### src/icc_pkg.sv
package icc_pkg;

  // ---------------------------------------------------------------------------
  // Sizes
  // ---------------------------------------------------------------------------
  localparam int          CH_MAX      = 8;
  localparam int          DATA_W      = 16;
  localparam int          FIFO_DEPTH  = 4;
  localparam logic [2:0]  FIFO_FULL   = 3'h4;
  localparam int          ADDR_W      = 4;

  // ---------------------------------------------------------------------------
  // Register map, word addresses: bits 3:1 pick the channel, bit 0 the register
  // ---------------------------------------------------------------------------
  localparam logic        SEL_CTRL    = 1'b0;
  localparam logic        SEL_BUF     = 1'b1;

  // ---------------------------------------------------------------------------
  // Channel control register fields
  // ---------------------------------------------------------------------------
  localparam int          MODE_LSB    = 0;
  localparam int          BNE_BIT     = 3;
  localparam int          OV_BIT      = 4;
  localparam int          CPI_LSB     = 5;
  localparam int          TSEL_BIT    = 7;
  localparam logic [2:0]  MODE_RESET  = 3'h0;
  localparam logic [1:0]  CPI_RESET   = 2'h0;
  localparam logic        TSEL_RESET  = 1'b0;

  // ---------------------------------------------------------------------------
  // Capture modes
  // ---------------------------------------------------------------------------
  localparam logic [2:0]  MODE_OFF    = 3'h0;
  localparam logic [2:0]  MODE_BOTH   = 3'h1;
  localparam logic [2:0]  MODE_FALL   = 3'h2;
  localparam logic [2:0]  MODE_RISE   = 3'h3;
  localparam logic [2:0]  MODE_RISE4  = 3'h4;
  localparam logic [2:0]  MODE_RISE16 = 3'h5;
  localparam logic [2:0]  MODE_IRQ    = 3'h7;

  // ---------------------------------------------------------------------------
  // Prescaler terminal counts
  // ---------------------------------------------------------------------------
  localparam logic [3:0]  PRESC_LAST4  = 4'h3;
  localparam logic [3:0]  PRESC_LAST16 = 4'hf;

endpackage

### src/icc_top.sv
// Contract
// - Capture modes: every falling, every rising, every rising and falling edge.
// - Prescaled modes capture every 4th or 16th rising edge via prescaler counter.
// - Prescaler counter clears while the mode field says off.
// - Reset clears each channel prescaler counter.
// - Each channel has a four entry, 16-bit capture buffer.
// - Not-empty flag set on first capture, held until all entries read.
// - A buffer read returns the oldest entry and shifts the rest forward.
// - Fifth capture into a full buffer sets the overflow flag.
// - Overflowing capture is discarded; stored entries stay unchanged.
// - After overflow, captures are ignored until the buffer is read empty.
// - Control bit seven selects which of two timers is the time base.
// - Time-select zero, the reset value, uses the second timer.
// - Every-edge mode raises the interrupt flag on each rising and falling edge.
// - Every-edge mode ignores captures-per-interrupt; each capture interrupts.
// - Every-edge mode never sets the overflow flag.
// - Captures-per-interrupt field, bits six to five, sets captures per interrupt.
// - Mode all ones: rising-edge interrupt only, wakes device when enabled.
`timescale 1ns/1ps

module icc_top
  import icc_pkg::*;
#(
  parameter int NUM_CH = 4
) (
  input  wire logic                clk,
  input  wire logic                nrst,
  input  wire logic [ADDR_W-1:0]   address,
  input  wire logic                read,
  input  wire logic                write,
  input  wire logic [31:0]         writedata,
  input  wire logic [3:0]          byteenable,
  output logic      [31:0]         readdata,
  output logic                     waitrequest,
  input  wire logic [NUM_CH-1:0]   capture_pin,
  input  wire logic [NUM_CH-1:0]   interrupt_enable,
  input  wire logic [DATA_W-1:0]   first_time_base,
  input  wire logic [DATA_W-1:0]   second_time_base,
  output logic      [NUM_CH-1:0]   channel_interrupt_flag,
  output logic      [NUM_CH-1:0]   wake_request
);

  // ---------------------------------------------------------------------------
  // State
  // ---------------------------------------------------------------------------
  logic [NUM_CH-1:0]  sync1_ff, sync2_ff, sync3_ff, level_ff;
  logic [NUM_CH-1:0]  nxt_level;
  logic [2:0]         mode_ff      [NUM_CH];
  logic [2:0]         nxt_mode     [NUM_CH];
  logic [1:0]         cpi_ff       [NUM_CH];
  logic [1:0]         nxt_cpi      [NUM_CH];
  logic [NUM_CH-1:0]  tsel_ff, nxt_tsel;
  logic [NUM_CH-1:0]  ov_ff, nxt_ov;
  logic [NUM_CH-1:0]  lock_ff, nxt_lock;
  logic [3:0]         presc_ff     [NUM_CH];
  logic [3:0]         nxt_presc    [NUM_CH];
  logic [1:0]         icnt_ff      [NUM_CH];
  logic [1:0]         nxt_icnt     [NUM_CH];
  logic [2:0]         cnt_ff       [NUM_CH];
  logic [2:0]         nxt_cnt      [NUM_CH];
  logic [DATA_W-1:0]  fifo_ff      [NUM_CH][FIFO_DEPTH];
  logic [DATA_W-1:0]  nxt_fifo     [NUM_CH][FIFO_DEPTH];
  logic [NUM_CH-1:0]  irq_ff, nxt_irq;
  logic [NUM_CH-1:0]  wake_ff, nxt_wake;
  logic               wait_ff, nxt_wait;
  logic [31:0]        rdata_ff, nxt_rdata;

  // Access completes on the edge where the master sees waitrequest low.
  logic               do_read, do_write;
  logic [2:0]         bus_ch;

  assign do_read  = read && !wait_ff;
  assign do_write = write && !wait_ff;
  assign bus_ch   = address[3:1];

  function automatic logic sel_hit(input logic [2:0] ch, input int c, input logic sel,
                                   input logic want);
    sel_hit = (ch == 3'(c)) && (sel == want);
  endfunction

  // Every-edge mode drops a capture into a full buffer silently instead of flagging it.
  function automatic logic overflows(input logic capt, input logic full, input logic pop,
                                     input logic [2:0] mode);
    overflows = capt && full && !pop && (mode != MODE_BOTH);
  endfunction

  // ---------------------------------------------------------------------------
  // Bus slave: one wait state on every access
  // ---------------------------------------------------------------------------
  always_comb begin
    int c;
    c         = 0;
    nxt_wait  = !((read || write) && wait_ff);
    nxt_rdata = rdata_ff;
    if ((read || write) && wait_ff) begin
      nxt_rdata = 32'h0000_0000;
      for (c = 0; c < NUM_CH; c++) begin
        if (sel_hit(bus_ch, c, address[0], SEL_CTRL)) begin
          nxt_rdata[MODE_LSB+:3] = mode_ff[c];
          nxt_rdata[BNE_BIT]     = (cnt_ff[c] != 3'h0);
          nxt_rdata[OV_BIT]      = ov_ff[c];
          nxt_rdata[CPI_LSB+:2]  = cpi_ff[c];
          nxt_rdata[TSEL_BIT]    = tsel_ff[c];
        end else if (sel_hit(bus_ch, c, address[0], SEL_BUF)) begin
          // An empty buffer returns stale head data; no pop follows.
          nxt_rdata[DATA_W-1:0] = fifo_ff[c][0];
        end
      end
    end
  end

  always_ff @(posedge clk) begin
    if (!nrst) begin
      wait_ff  <= 1'b1;
      rdata_ff <= 32'h0000_0000;
    end else begin
      wait_ff  <= nxt_wait;
      rdata_ff <= nxt_rdata;
    end
  end

  // ---------------------------------------------------------------------------
  // Pin synchroniser
  // ---------------------------------------------------------------------------
  // Only the second stage reads the first; the second and third together qualify a change.
  always_ff @(posedge clk) begin
    if (!nrst) begin
      sync1_ff <= '0;
      sync2_ff <= '0;
      sync3_ff <= '0;
    end else begin
      sync1_ff <= capture_pin;
      sync2_ff <= sync1_ff;
      sync3_ff <= sync2_ff;
    end
  end

  // ---------------------------------------------------------------------------
  // Channels
  // ---------------------------------------------------------------------------
  always_comb begin
    logic             rise, fall, ev, capt, store, pop, full, irq_ev, ovf;
    logic [2:0]       pos;
    logic [DATA_W-1:0] stamp;
    rise  = 1'b0;
    fall  = 1'b0;
    ev    = 1'b0;
    capt  = 1'b0;
    store = 1'b0;
    pop   = 1'b0;
    full  = 1'b0;
    irq_ev = 1'b0;
    ovf   = 1'b0;
    pos   = 3'h0;
    stamp = '0;
    for (int c = 0; c < NUM_CH; c++) begin
      nxt_level[c] = level_ff[c];
      nxt_mode[c]  = mode_ff[c];
      nxt_cpi[c]   = cpi_ff[c];
      nxt_tsel[c]  = tsel_ff[c];
      nxt_ov[c]    = ov_ff[c];
      nxt_lock[c]  = lock_ff[c];
      nxt_presc[c] = presc_ff[c];
      nxt_icnt[c]  = icnt_ff[c];
      nxt_cnt[c]   = cnt_ff[c];
      nxt_irq[c]   = 1'b0;
      nxt_wake[c]  = 1'b0;
      for (int i = 0; i < FIFO_DEPTH; i++) begin
        nxt_fifo[c][i] = fifo_ff[c][i];
      end

      // A pin change counts only once the last two stages agree.
      if (sync2_ff[c] == sync3_ff[c]) begin
        nxt_level[c] = sync3_ff[c];
      end
      rise = (sync2_ff[c] == sync3_ff[c]) && sync3_ff[c] && !level_ff[c];
      fall = (sync2_ff[c] == sync3_ff[c]) && !sync3_ff[c] && level_ff[c];

      case (mode_ff[c])
        MODE_BOTH:   ev = rise || fall;
        MODE_FALL:   ev = fall;
        MODE_RISE:   ev = rise;
        MODE_RISE4:  ev = rise && (presc_ff[c] == PRESC_LAST4);
        MODE_RISE16: ev = rise && (presc_ff[c] == PRESC_LAST16);
        MODE_IRQ:    ev = rise;
        default:     ev = 1'b0;
      endcase

      if (mode_ff[c] == MODE_OFF) begin
        nxt_presc[c] = 4'h0;
      end else if ((mode_ff[c] == MODE_RISE4 || mode_ff[c] == MODE_RISE16) && rise) begin
        nxt_presc[c] = ev ? 4'h0 : 4'(presc_ff[c] + 4'h1);
      end

      // A read of an empty buffer pops nothing, so the count cannot wrap below zero.
      pop   = do_read && sel_hit(bus_ch, c, address[0], SEL_BUF) && (cnt_ff[c] != 3'h0);
      full  = (cnt_ff[c] == FIFO_FULL);
      capt  = ev && (mode_ff[c] != MODE_IRQ) && !lock_ff[c];
      store = capt && (!full || pop);
      ovf   = overflows(capt, full, pop, mode_ff[c]);
      if (ovf) begin
        nxt_ov[c]   = 1'b1;
        nxt_lock[c] = 1'b1;
      end

      // Both time bases run on this clock, so the count is taken without a crossing.
      stamp = tsel_ff[c] ? first_time_base : second_time_base;
      if (pop) begin
        for (int i = 0; i < FIFO_DEPTH - 1; i++) begin
          nxt_fifo[c][i] = fifo_ff[c][i+1];
        end
      end
      pos = 3'(cnt_ff[c] - {2'h0, pop});
      if (store) begin
        nxt_fifo[c][pos[1:0]] = stamp;
      end
      nxt_cnt[c] = 3'(cnt_ff[c] - {2'h0, pop} + {2'h0, store});
      // The lock outlives the overflow flag, since software may clear the flag before draining.
      if (nxt_cnt[c] == 3'h0) begin
        nxt_lock[c] = 1'b0;
      end

      // Every-edge mode interrupts on each edge, even one whose capture a full buffer drops.
      irq_ev = store || (ev && (mode_ff[c] == MODE_IRQ || mode_ff[c] == MODE_BOTH));
      if (mode_ff[c] == MODE_OFF) begin
        nxt_icnt[c] = 2'h0;
      end else if (irq_ev && (mode_ff[c] == MODE_BOTH || mode_ff[c] == MODE_IRQ)) begin
        nxt_irq[c] = 1'b1;
      end else if (irq_ev) begin
        if (icnt_ff[c] == cpi_ff[c]) begin
          nxt_irq[c]  = 1'b1;
          nxt_icnt[c] = 2'h0;
        end else begin
          nxt_icnt[c] = 2'(icnt_ff[c] + 2'h1);
        end
      end
      nxt_wake[c] = (mode_ff[c] == MODE_IRQ) && rise && interrupt_enable[c];

      // Only lane 0 carries control bits; a write without it leaves the channel alone.
      if (do_write && byteenable[0] && sel_hit(bus_ch, c, address[0], SEL_CTRL)) begin
        nxt_mode[c] = writedata[MODE_LSB+:3];
        nxt_cpi[c]  = writedata[CPI_LSB+:2];
        nxt_tsel[c] = writedata[TSEL_BIT];
        // Writing zero clears overflow, but a new overflow in the same cycle wins.
        if (!writedata[OV_BIT] && !ovf) begin
          nxt_ov[c] = 1'b0;
        end
      end
    end
  end

  // ---------------------------------------------------------------------------
  // Channel registers
  // ---------------------------------------------------------------------------
  always_ff @(posedge clk) begin
    if (!nrst) begin
      level_ff    <= '0;
      tsel_ff     <= {NUM_CH{TSEL_RESET}};
      ov_ff       <= '0;
      lock_ff     <= '0;
      irq_ff      <= '0;
      wake_ff     <= '0;
      for (int c = 0; c < NUM_CH; c++) begin
        mode_ff[c]  <= MODE_RESET;
        cpi_ff[c]   <= CPI_RESET;
        presc_ff[c] <= 4'h0;
        icnt_ff[c]  <= 2'h0;
        cnt_ff[c]   <= 3'h0;
        for (int i = 0; i < FIFO_DEPTH; i++) begin
          fifo_ff[c][i] <= '0;
        end
      end
    end else begin
      level_ff    <= nxt_level;
      tsel_ff     <= nxt_tsel;
      ov_ff       <= nxt_ov;
      lock_ff     <= nxt_lock;
      irq_ff      <= nxt_irq;
      wake_ff     <= nxt_wake;
      for (int c = 0; c < NUM_CH; c++) begin
        mode_ff[c]  <= nxt_mode[c];
        cpi_ff[c]   <= nxt_cpi[c];
        presc_ff[c] <= nxt_presc[c];
        icnt_ff[c]  <= nxt_icnt[c];
        cnt_ff[c]   <= nxt_cnt[c];
        for (int i = 0; i < FIFO_DEPTH; i++) begin
          fifo_ff[c][i] <= nxt_fifo[c][i];
        end
      end
    end
  end

  assign readdata               = rdata_ff;
  assign waitrequest            = wait_ff;
  assign channel_interrupt_flag = irq_ff;
  assign wake_request           = wake_ff;

endmodule

### config.mk
export PLATFORM = sky130hd
export DESIGN_NAME = icc_top
export DESIGN_NICKNAME = d
export VERILOG_FILES = /design/src/icc_pkg.sv /design/src/icc_top.sv
export SDC_FILE = /design/constraint.sdc
export NUM_CORES = 1
export LEC_CHECK = 0
export BUFFER_PORTS_ARGS = -buffer_cell sky130_fd_sc_hd__buf_2
export CAP_MARGIN = 20
export CORE_MARGIN = 2
export CORE_UTILIZATION = 55
export CTS_BUF_LIST = sky130_fd_sc_hd__clkbuf_4 sky130_fd_sc_hd__clkbuf_8 sky130_fd_sc_hd__clkbuf_16
export CTS_CLUSTER_SIZE = 8
export DETAILED_ROUTE_END_ITERATION = 10
export PLACE_DENSITY = 0.76
export SLEW_MARGIN = 20
export SYNTH_ARGS = -nofsm -noshare
export SYNTH_HDL_FRONTEND = slang
export SYNTH_SLANG_ARGS = --single-unit
### constraint.sdc
create_clock -name clk -period 3.17 [get_ports clk]
set_input_delay 0.1585 -clock clk [delete_from_list [all_inputs] [get_ports clk]]
set_output_delay 0.1585 -clock clk [all_outputs]
set_load 0.02 [all_outputs]
==> run metrics, run 1 <==
maximum vdd drop=0.0003673 V; # rows=67; Flop pwr share=0.462; final core occ=0.6244; Hold Fails Final Rpt=0; Ports=125; Final Slew Violations=0; maxcap violations=0; post-synthesis simple-gate area fraction=0.1623; post-synthesis adder-cell area fraction=0.01816; Reg2Reg Capture Point=fifo_ff[1][21]; slowest stage delay, CP=0.60 ns; CP endpoint kind=flop; CTS clk-pin slew, worst paths=0.05 ns; main combinational cell family by area after synthesis=multiplexers; clk buf depth=3; Synth Area in Compound Gates=0.1362; critical path class=flop to flop; synth unique cells=80; clk sinks=365; CTS tree=built; Die H=187.9 um; Via density=6.293; Total GRT Usage=0.2843; Num CTS Buffers=51; reg2reg path depth=9; delay-heaviest family, CP=simple AND/OR/NAND/NOR gates; placed cell count=2,354; asr flop ratio synth=0; relative max-transition margin=0.2661; hold path endpoint=fifo_ff[2][9]; worst endpoint data arrival time=3.50 ns; slew at the pin closest to its max-slew limit=1.101 ns; Internal=7.888 mW; final wirelength=51,060 um; DR vias=15,360; Post-synth EDFFs=32; Post-DRT Antenna Nets=0; CP Max Fanout=16; RSZ-0062 raised after global routing=no; flops & latches, synth=365; total negative slack=0 ns; hold_sp=first_time_base[9]; vias in the first global route=14,660; drt wl/cell=20.92 um; mux cell area share after synthesis=0.2085; YS warnings=0; post-synthesis sequential area ratio=0.4101; hold depth=3; final net count=2,086; reg-to-reg setup timing slack=0.12 ns; Period Utilization, post-route=0.9636; Clock H-tree levels=2; Initial Util=0.5561; post-route setup slack=0.1153 ns; Critical Path RT=3.62 ns; first-pass GRT wire length=81,200 um; Final Skew=0.01840 ns; largest net degree at the start of global routing=86; Synth-to-Final Area Change=12.28%; TritonRoute pass-1 iters=5; Die X=187.9 um; IO buf count=80; Place WS=0.1413 ns; drt drc=0; CORE AREA=0.03345 mm2; die area=0.03531 mm2; Synth Cell Area=0.01860 mm2; Mapped Cells=1,939; CP Buf/Inv Count=2; initial antenna violation count=2; PwrDens=488.1 mW/mm2; crit start category=flop; hold slack=0.1018 ns; r2r startpoint=waitrequest; Final Cell Area=0.02089 mm2; Syn Area/Cell=9.593 um2; xor/xnor share of the synthesized area=0.01318; placed cell area=0.01926 mm2; # Post-CTS Setup Buffers=0; leakage power=8.269 nW; P_sw=2.306 mW; Comb pwr share=0.046; clk_lat worst skew=0.56 ns; CP max-delay cell=nand2b_1; layout cell share with drive strength beyond 1=0.1943; Final Setup Violations=0; HPWL after detailed placement=34,450 um; Sw Ratio=0.2262; Initial DRC Count=1,653; crit-path cells=nand4bb_2, or3_2, inv_1, ha_1, ha_1, inv_1, nand4_1, nand2b_1, a211oi_1; non-filler cells in the finished layout=2,441; FMAX=327.4 MHz; root buf cell=clkbuf_16; Final Power=10.19 mW; Tmin final=3.055 ns; gr ovfl total=0; part of the power in the clock network=0.492; hold crit path type=input pin to flop; RePlAce Congestion=0.9109; Primary FF master, synth=dfxtp_1; status=finished clean
## worst max path at each step
stage	start	endpoint	slack, ns	cells after the start
4_1_cts	waitrequest	fifo_ff[1][21]	0.11	9
3_3_place_gp	waitrequest	fifo_ff[1][21]	0.26	9
3_5_place_dp	waitrequest	fifo_ff[1][21]	0.14	9
2_1_floorplan	waitrequest	fifo_ff[1][38]	0.002	14
6_report	waitrequest	fifo_ff[1][21]	0.12	9
5_1_grt	waitrequest	fifo_ff[1][21]	0.03	9
## synthesized netlist by cell type, types with 5 or more instances
cell type / number / area [um2]
a21oi_1: 41 / 205.2
dfxtp_1: 333 / 6666
nor2b_1: 8 / 50.05
o21a_1: 5 / 37.54
a31oi_1: 7 / 43.79
buf_1: 14 / 52.55
mux2i_1: 240 / 2402
nand2b_1: 17 / 106.4
o21bai_1: 16 / 120.1
nand4_1: 14 / 87.58
o21ai_0: 23 / 115.1
or3_1: 7 / 43.79
and2_1: 20 / 125.1
nand3b_1: 10 / 75.07
mux2_2: 115 / 1295
nand4b_1: 5 / 43.79
clkbuf_1: 123 / 461.7
nor2_1: 130 / 488.0
a211oi_2: 30 / 375.4
or2_2: 5 / 31.28
o311a_1: 16 / 160.2
nand2_1: 119 / 446.7
nand3_1: 24 / 120.1
mux4_2: 8 / 180.2
or4_1: 8 / 60.06
edfxtp_1: 32 / 960.9
a22oi_1: 14 / 105.1
nor3_1: 213 / 1066
buf_2: 26 / 130.1
xnor2_1: 14 / 122.6
and3_1: 9 / 56.30
a211oi_1: 119 / 893.4
xor2_1: 14 / 122.6
inv_1: 38 / 142.6
ha_1: 27 / 337.8
buf_4: 16 / 120.1
## kinds of logic (layout without fill, tap and decap cells)
group,after synthesis,count (layout)
AOI/OAI and AO/OA,320,320
xor gates and xnor gates,28,28
adders and majority gates,27,27
buffers and inverters,222,260
DFF,365,365
muxes,363,363
other,1,17
and+or+nand+nor,613,613
## power groups by stage
stage / logic (mW) / clock network [mW] / registers [mW]
2_1_floorplan: 0.273 / 0 / 4.80
6_report: 0.465 / 5.02 / 4.71
5_1_grt: 0.492 / 5.26 / 4.71
3_5_place_dp: 0.433 / 0 / 4.80
3_3_place_gp: 0.428 / 0 / 4.80
4_1_cts: 0.452 / 5.06 / 4.71
## worst register-to-register path: stages (launching register included)
cell       delay (ns)
dfxtp_2          0.34
nand4bb_2        0.38
or3_2            0.57
inv_1            0.08
ha_1             0.14
ha_1             0.24
inv_1            0.09
nand4_1          0.10
nand2b_1         0.60
a211oi_1         0.42
## registers in the layout, summed over array words and instances (netlist names)
register,flops
wake_request,4
lock_ff,4
sync3_ff,4
mode_ff,12
sync1_ff,4
tsel_ff,4
channel_interrupt_flag,4
icnt_ff,8
presc_ff,16
sync2_ff,4
readdata,16
cpi_ff,8
fifo_ff,256
ov_ff,4
cnt_ff,12
level_ff,4
waitrequest,1
## layout by cell type, fill, tap and decap left out, types with 17 or more instances in the layout
cell / n
a211oi_1: 119
a211oi_2: 30
a21oi_1: 41
and2_1: 20
buf_2: 79
buf_4: 55
clkbuf_16: 51
dfxtp_1: 332
edfxtp_1: 32
ha_1: 27
inv_1: 38
mux2_2: 115
mux2i_1: 240
nand2_1: 118
nand2b_1: 17
nand3_1: 24
nor2_1: 130
nor3_1: 212
o21ai_0: 21
## what timing repair did
action | 4_1_cts | 5_1_grt
setup endpoints to repair | 0 | 11
resized for setup | 0 | 3
hold buffers | 16 | 0
hold endpoints to repair | 39 | 0
## layout make-up
cell class | count | area (um2)
Tap cell | 448 | 560.5
Fill cell | 2678 | 12560
Sequential cell | 365 | 7629
Inverter | 39 | 151.4
Timing Repair Buffer | 151 | 988.4
Antenna cell | 1 | 2.502
Clock inverter | 2 | 28.78
Multi-Input combinational cell | 1367 | 10110
Clock buffer | 68 | 1410
## layer usage
| metal | global-route usage | routed length (um) | vias to the layer above |
|---|---|---|---|
| li1 | - | - | 7137 |
| met1 | 0.3928 | 22390 | 7454 |
| met2 | 0.4425 | 22860 | 647 |
| met3 | 0.05390 | 4047 | 120 |
| met4 | 0.1063 | 1752 | 2 |
| met5 | 0 | 12 | - |
No activity file was read; power rests on OpenSTA's default activity.
==> run 2: changes to the inputs <==
--- a/config.mk
+++ b/config.mk
@@ -5,14 +5,16 @@
 export SDC_FILE = /design/constraint.sdc
 export NUM_CORES = 1
 export LEC_CHECK = 0
+export ABC_AREA = 1
 export BUFFER_PORTS_ARGS = -buffer_cell sky130_fd_sc_hd__buf_2
 export CAP_MARGIN = 20
 export CORE_MARGIN = 2
-export CORE_UTILIZATION = 55
+export CORE_UTILIZATION = 56
 export CTS_BUF_LIST = sky130_fd_sc_hd__clkbuf_4 sky130_fd_sc_hd__clkbuf_8 sky130_fd_sc_hd__clkbuf_16
 export CTS_CLUSTER_SIZE = 8
 export DETAILED_ROUTE_END_ITERATION = 10
-export PLACE_DENSITY = 0.76
+export MAX_ROUTING_LAYER = met4
+export PLACE_DENSITY = 0.77
 export SLEW_MARGIN = 20
 export SYNTH_ARGS = -nofsm -noshare
 export SYNTH_HDL_FRONTEND = slang
==> constraint.sdc (replaced) <==
create_clock -name clk -period 3.17 [get_ports clk]
set_input_delay 0.1585 -clock clk [delete_from_list [all_inputs] [get_ports clk]]
set_output_delay 0.1585 -clock clk [all_outputs]
set_load 0.1 [all_outputs]
==> run 2 against run 1 <==
Against the previous run: first-iteration DRC count increased by 34%; combinational power increased by 48%; non-clock buffer count decreased by 2; flip-flop and latch count unchanged; core utilization decreased by 0.082 points; clock power increased by 0.8%; sequential share of layout area decreased by 2.9 points; routed wire length increased by 24%; highest routed layer is now met4; synthesized area increased by 10%; final area increased by 8.5%.
==> run metrics, run 2 <==
Synth-to-Final Area Change=10.50%; Syn Area/Cell=6.182 um2; top-count cell post-synth=nand2_1; Synth top area share=0.3250; FMAX=376.9 MHz; synth cell count leaders=nand2_1 (1,402), dfxtp_1 (333), o21ai_0 (297); Via density=5.637; IO buf count=80; leakage power=9.795 nW; Hold Fails Final Rpt=0; die area=0.03818 mm2; synth unique cells=41; TritonRoute pass-1 iters=6; Final Slew Violations=0; Ports=125; # rows=70; Die H=195.4 um; Clock H-tree levels=2; critical path class=flop to flop; Initial DRC Count=2,216; CP Max Fanout=4; CTS clk-pin slew, worst paths=0.05 ns; Sw Ratio=0.2475; clk_lat worst skew=0.60 ns; CORE AREA=0.03635 mm2; Initial Util=0.5643; Post-synth EDFFs=32; maxcap violations=0; Comb pwr share=0.066; top cells by area, synth=dfxtp_1 (32%), nand2_1 (26%), o21ai_0 (7.2%); total negative slack=0 ns; first-pass GRT wire length=101,000 um; Final Skew=0.02215 ns; drt wl/cell=16.61 um; Critical Path RT=3.62 ns; root buf cell=clkbuf_16; RePlAce Congestion=1.002; # Post-CTS Setup Buffers=0; Die X=195.4 um; Total GRT Usage=0.3374; r2r startpoint=presc_ff[1][0]; post-synthesis sequential area ratio=0.3718; Tmin final=2.653 ns; final wirelength=63,410 um; final net count=3,446; worst endpoint data arrival time=3.10 ns; Post-DRT Antenna Nets=0; vias in the first global route=19,850; Num CTS Buffers=51; largest net degree at the start of global routing=110; relative max-transition margin=0.3474; RSZ-0062 raised after global routing=no; commonest non-fill, non-tap cell in the layout=nand2_1; Most flops, register=fifo_ff; clk buf depth=3; Final Power=10.47 mW; Period Utilization, post-route=0.8369; CP startpoint=presc_ff[1][0]; Synth Cell Area=0.02051 mm2; Antenna Cells=0; status=finished clean; Primary FF master, synth=dfxtp_1; drt drc=0; post-route setup slack=0.5170 ns; max FFs per register=256; maximum vdd drop=0.0003534 V; CP endpoint kind=flop; Reg2Reg Capture Point=lock_ff[1]; gr ovfl total=0; CTS tree=built; Critical Path End=lock_ff[1]; slew at the pin closest to its max-slew limit=0.9776 ns; HPWL after detailed placement=41,470 um; most frequent cells in the layout=nand2_1 (1,401), dfxtp_1 (332), o21ai_0 (297), a21oi_1 (291), inv_1 (270); asr flop ratio synth=0; crit start category=flop; Flop pwr share=0.451; YS warnings=0; clk sinks=365; part of the power in the clock network=0.483; reg2reg path depth=15; Internal=7.875 mW; hold crit path type=input pin to flop; Place WS=0.5588 ns; flops & latches, synth=365; DR vias=21,520; PwrDens=461.7 mW/mm2; layout cell share with drive strength beyond 1=0.07136; initial antenna violation count=0; P_sw=2.590 mW; reg-to-reg setup timing slack=0.52 ns; leading area contributor after synthesis=dfxtp_1; Final Setup Violations=0; Mapped Cells=3,318
## run 2: layer usage
| layer | GRT usage | wire (um) | vias up |
|---|---|---|---|
| li1 | - | - | 10500 |
| met5 | - | 0 | - |
| met4 | 0.1414 | 2496 | 0 |
| met3 | 0.07012 | 6167 | 169 |
| met2 | 0.5315 | 29110 | 941 |
| met1 | 0.4222 | 25640 | 9907 |
## run 2: metrics by stage
stage	utilization	hold slack [ns]	cell area (um2)	cells
floorplan	-	0.2561	20570	3333
global placement	0.5790	0.3460	21050	3731
detailed placement	0.5790	0.3482	21050	3731
CTS	0.6236	0.06557	22670	3817
global route	0.6236	0.09232	22670	3817
finish	0.6236	0.07390	22670	3817
## run 2: cells by family after synthesis
group / share of synthesized area
simple gates: 0.3367
compound gates: 0.1652
buf+inv: 0.09808
flops: 0.3718
xor+xnor: 0.01153
fa+ha+maj: 0.01647
other cells: 0.0001828
## run 2: worst min-delay path by stage
stage / start / endpoint / slack [ns] / cells after the start
detailed placement: capture_pin[0] / sync1_ff[0] / 0.35 / 3
global route: write / waitrequest / 0.09 / 5
CTS: write / waitrequest / 0.07 / 5
finish: write / waitrequest / 0.07 / 5
global placement: capture_pin[0] / sync1_ff[0] / 0.35 / 3
floorplan: capture_pin[0] / sync1_ff[0] / 0.26 / 2
## run 2: worst max-delay path, stage by stage (launching register included)
cell and delay [ns]:
dfxtp_1 0.39, ha_1 0.23, a21boi_0 0.22, nand2_1 0.09, nand2_1 0.07, nand2_1 0.07
nand2_1 0.10, nand2_1 0.09, nor2_4 0.18, ha_1 0.19, ha_1 0.15, xnor2_1 0.08
o21ai_0 0.17, a21oi_1 0.08, nor3_1 0.31, a21oi_1 0.07
## run 2: repair_timing
item / 4_1_cts / 5_1_grt
endpoints found under the hold margin: 39 / 0
hold buffers: 19 / 0
resized for setup: 0 / 0
## run 2: final cells by class
cell class | instances | area, um2
Tap cell | 468 | 585.6
Fill cell | 3317 | 13680
Inverter | 284 | 1074
Clock inverter | 2 | 25.02
Multi-Input combinational cell | 2484 | 10940
Timing Repair Buffer | 149 | 1006
Sequential cell | 365 | 7629
Clock buffer | 65 | 1405
## run 2: power by group through the flow
stage                     Sequential [mW]  Combinational [mW]  Clock, mW
after global routing                 4.72               0.725       5.27
final                                4.72               0.688       5.06
after floorplan                      4.92               0.346          0
after CTS                            4.72               0.673       5.10
after global placement               4.81               0.644          0
after detailed placement             4.81               0.653          0
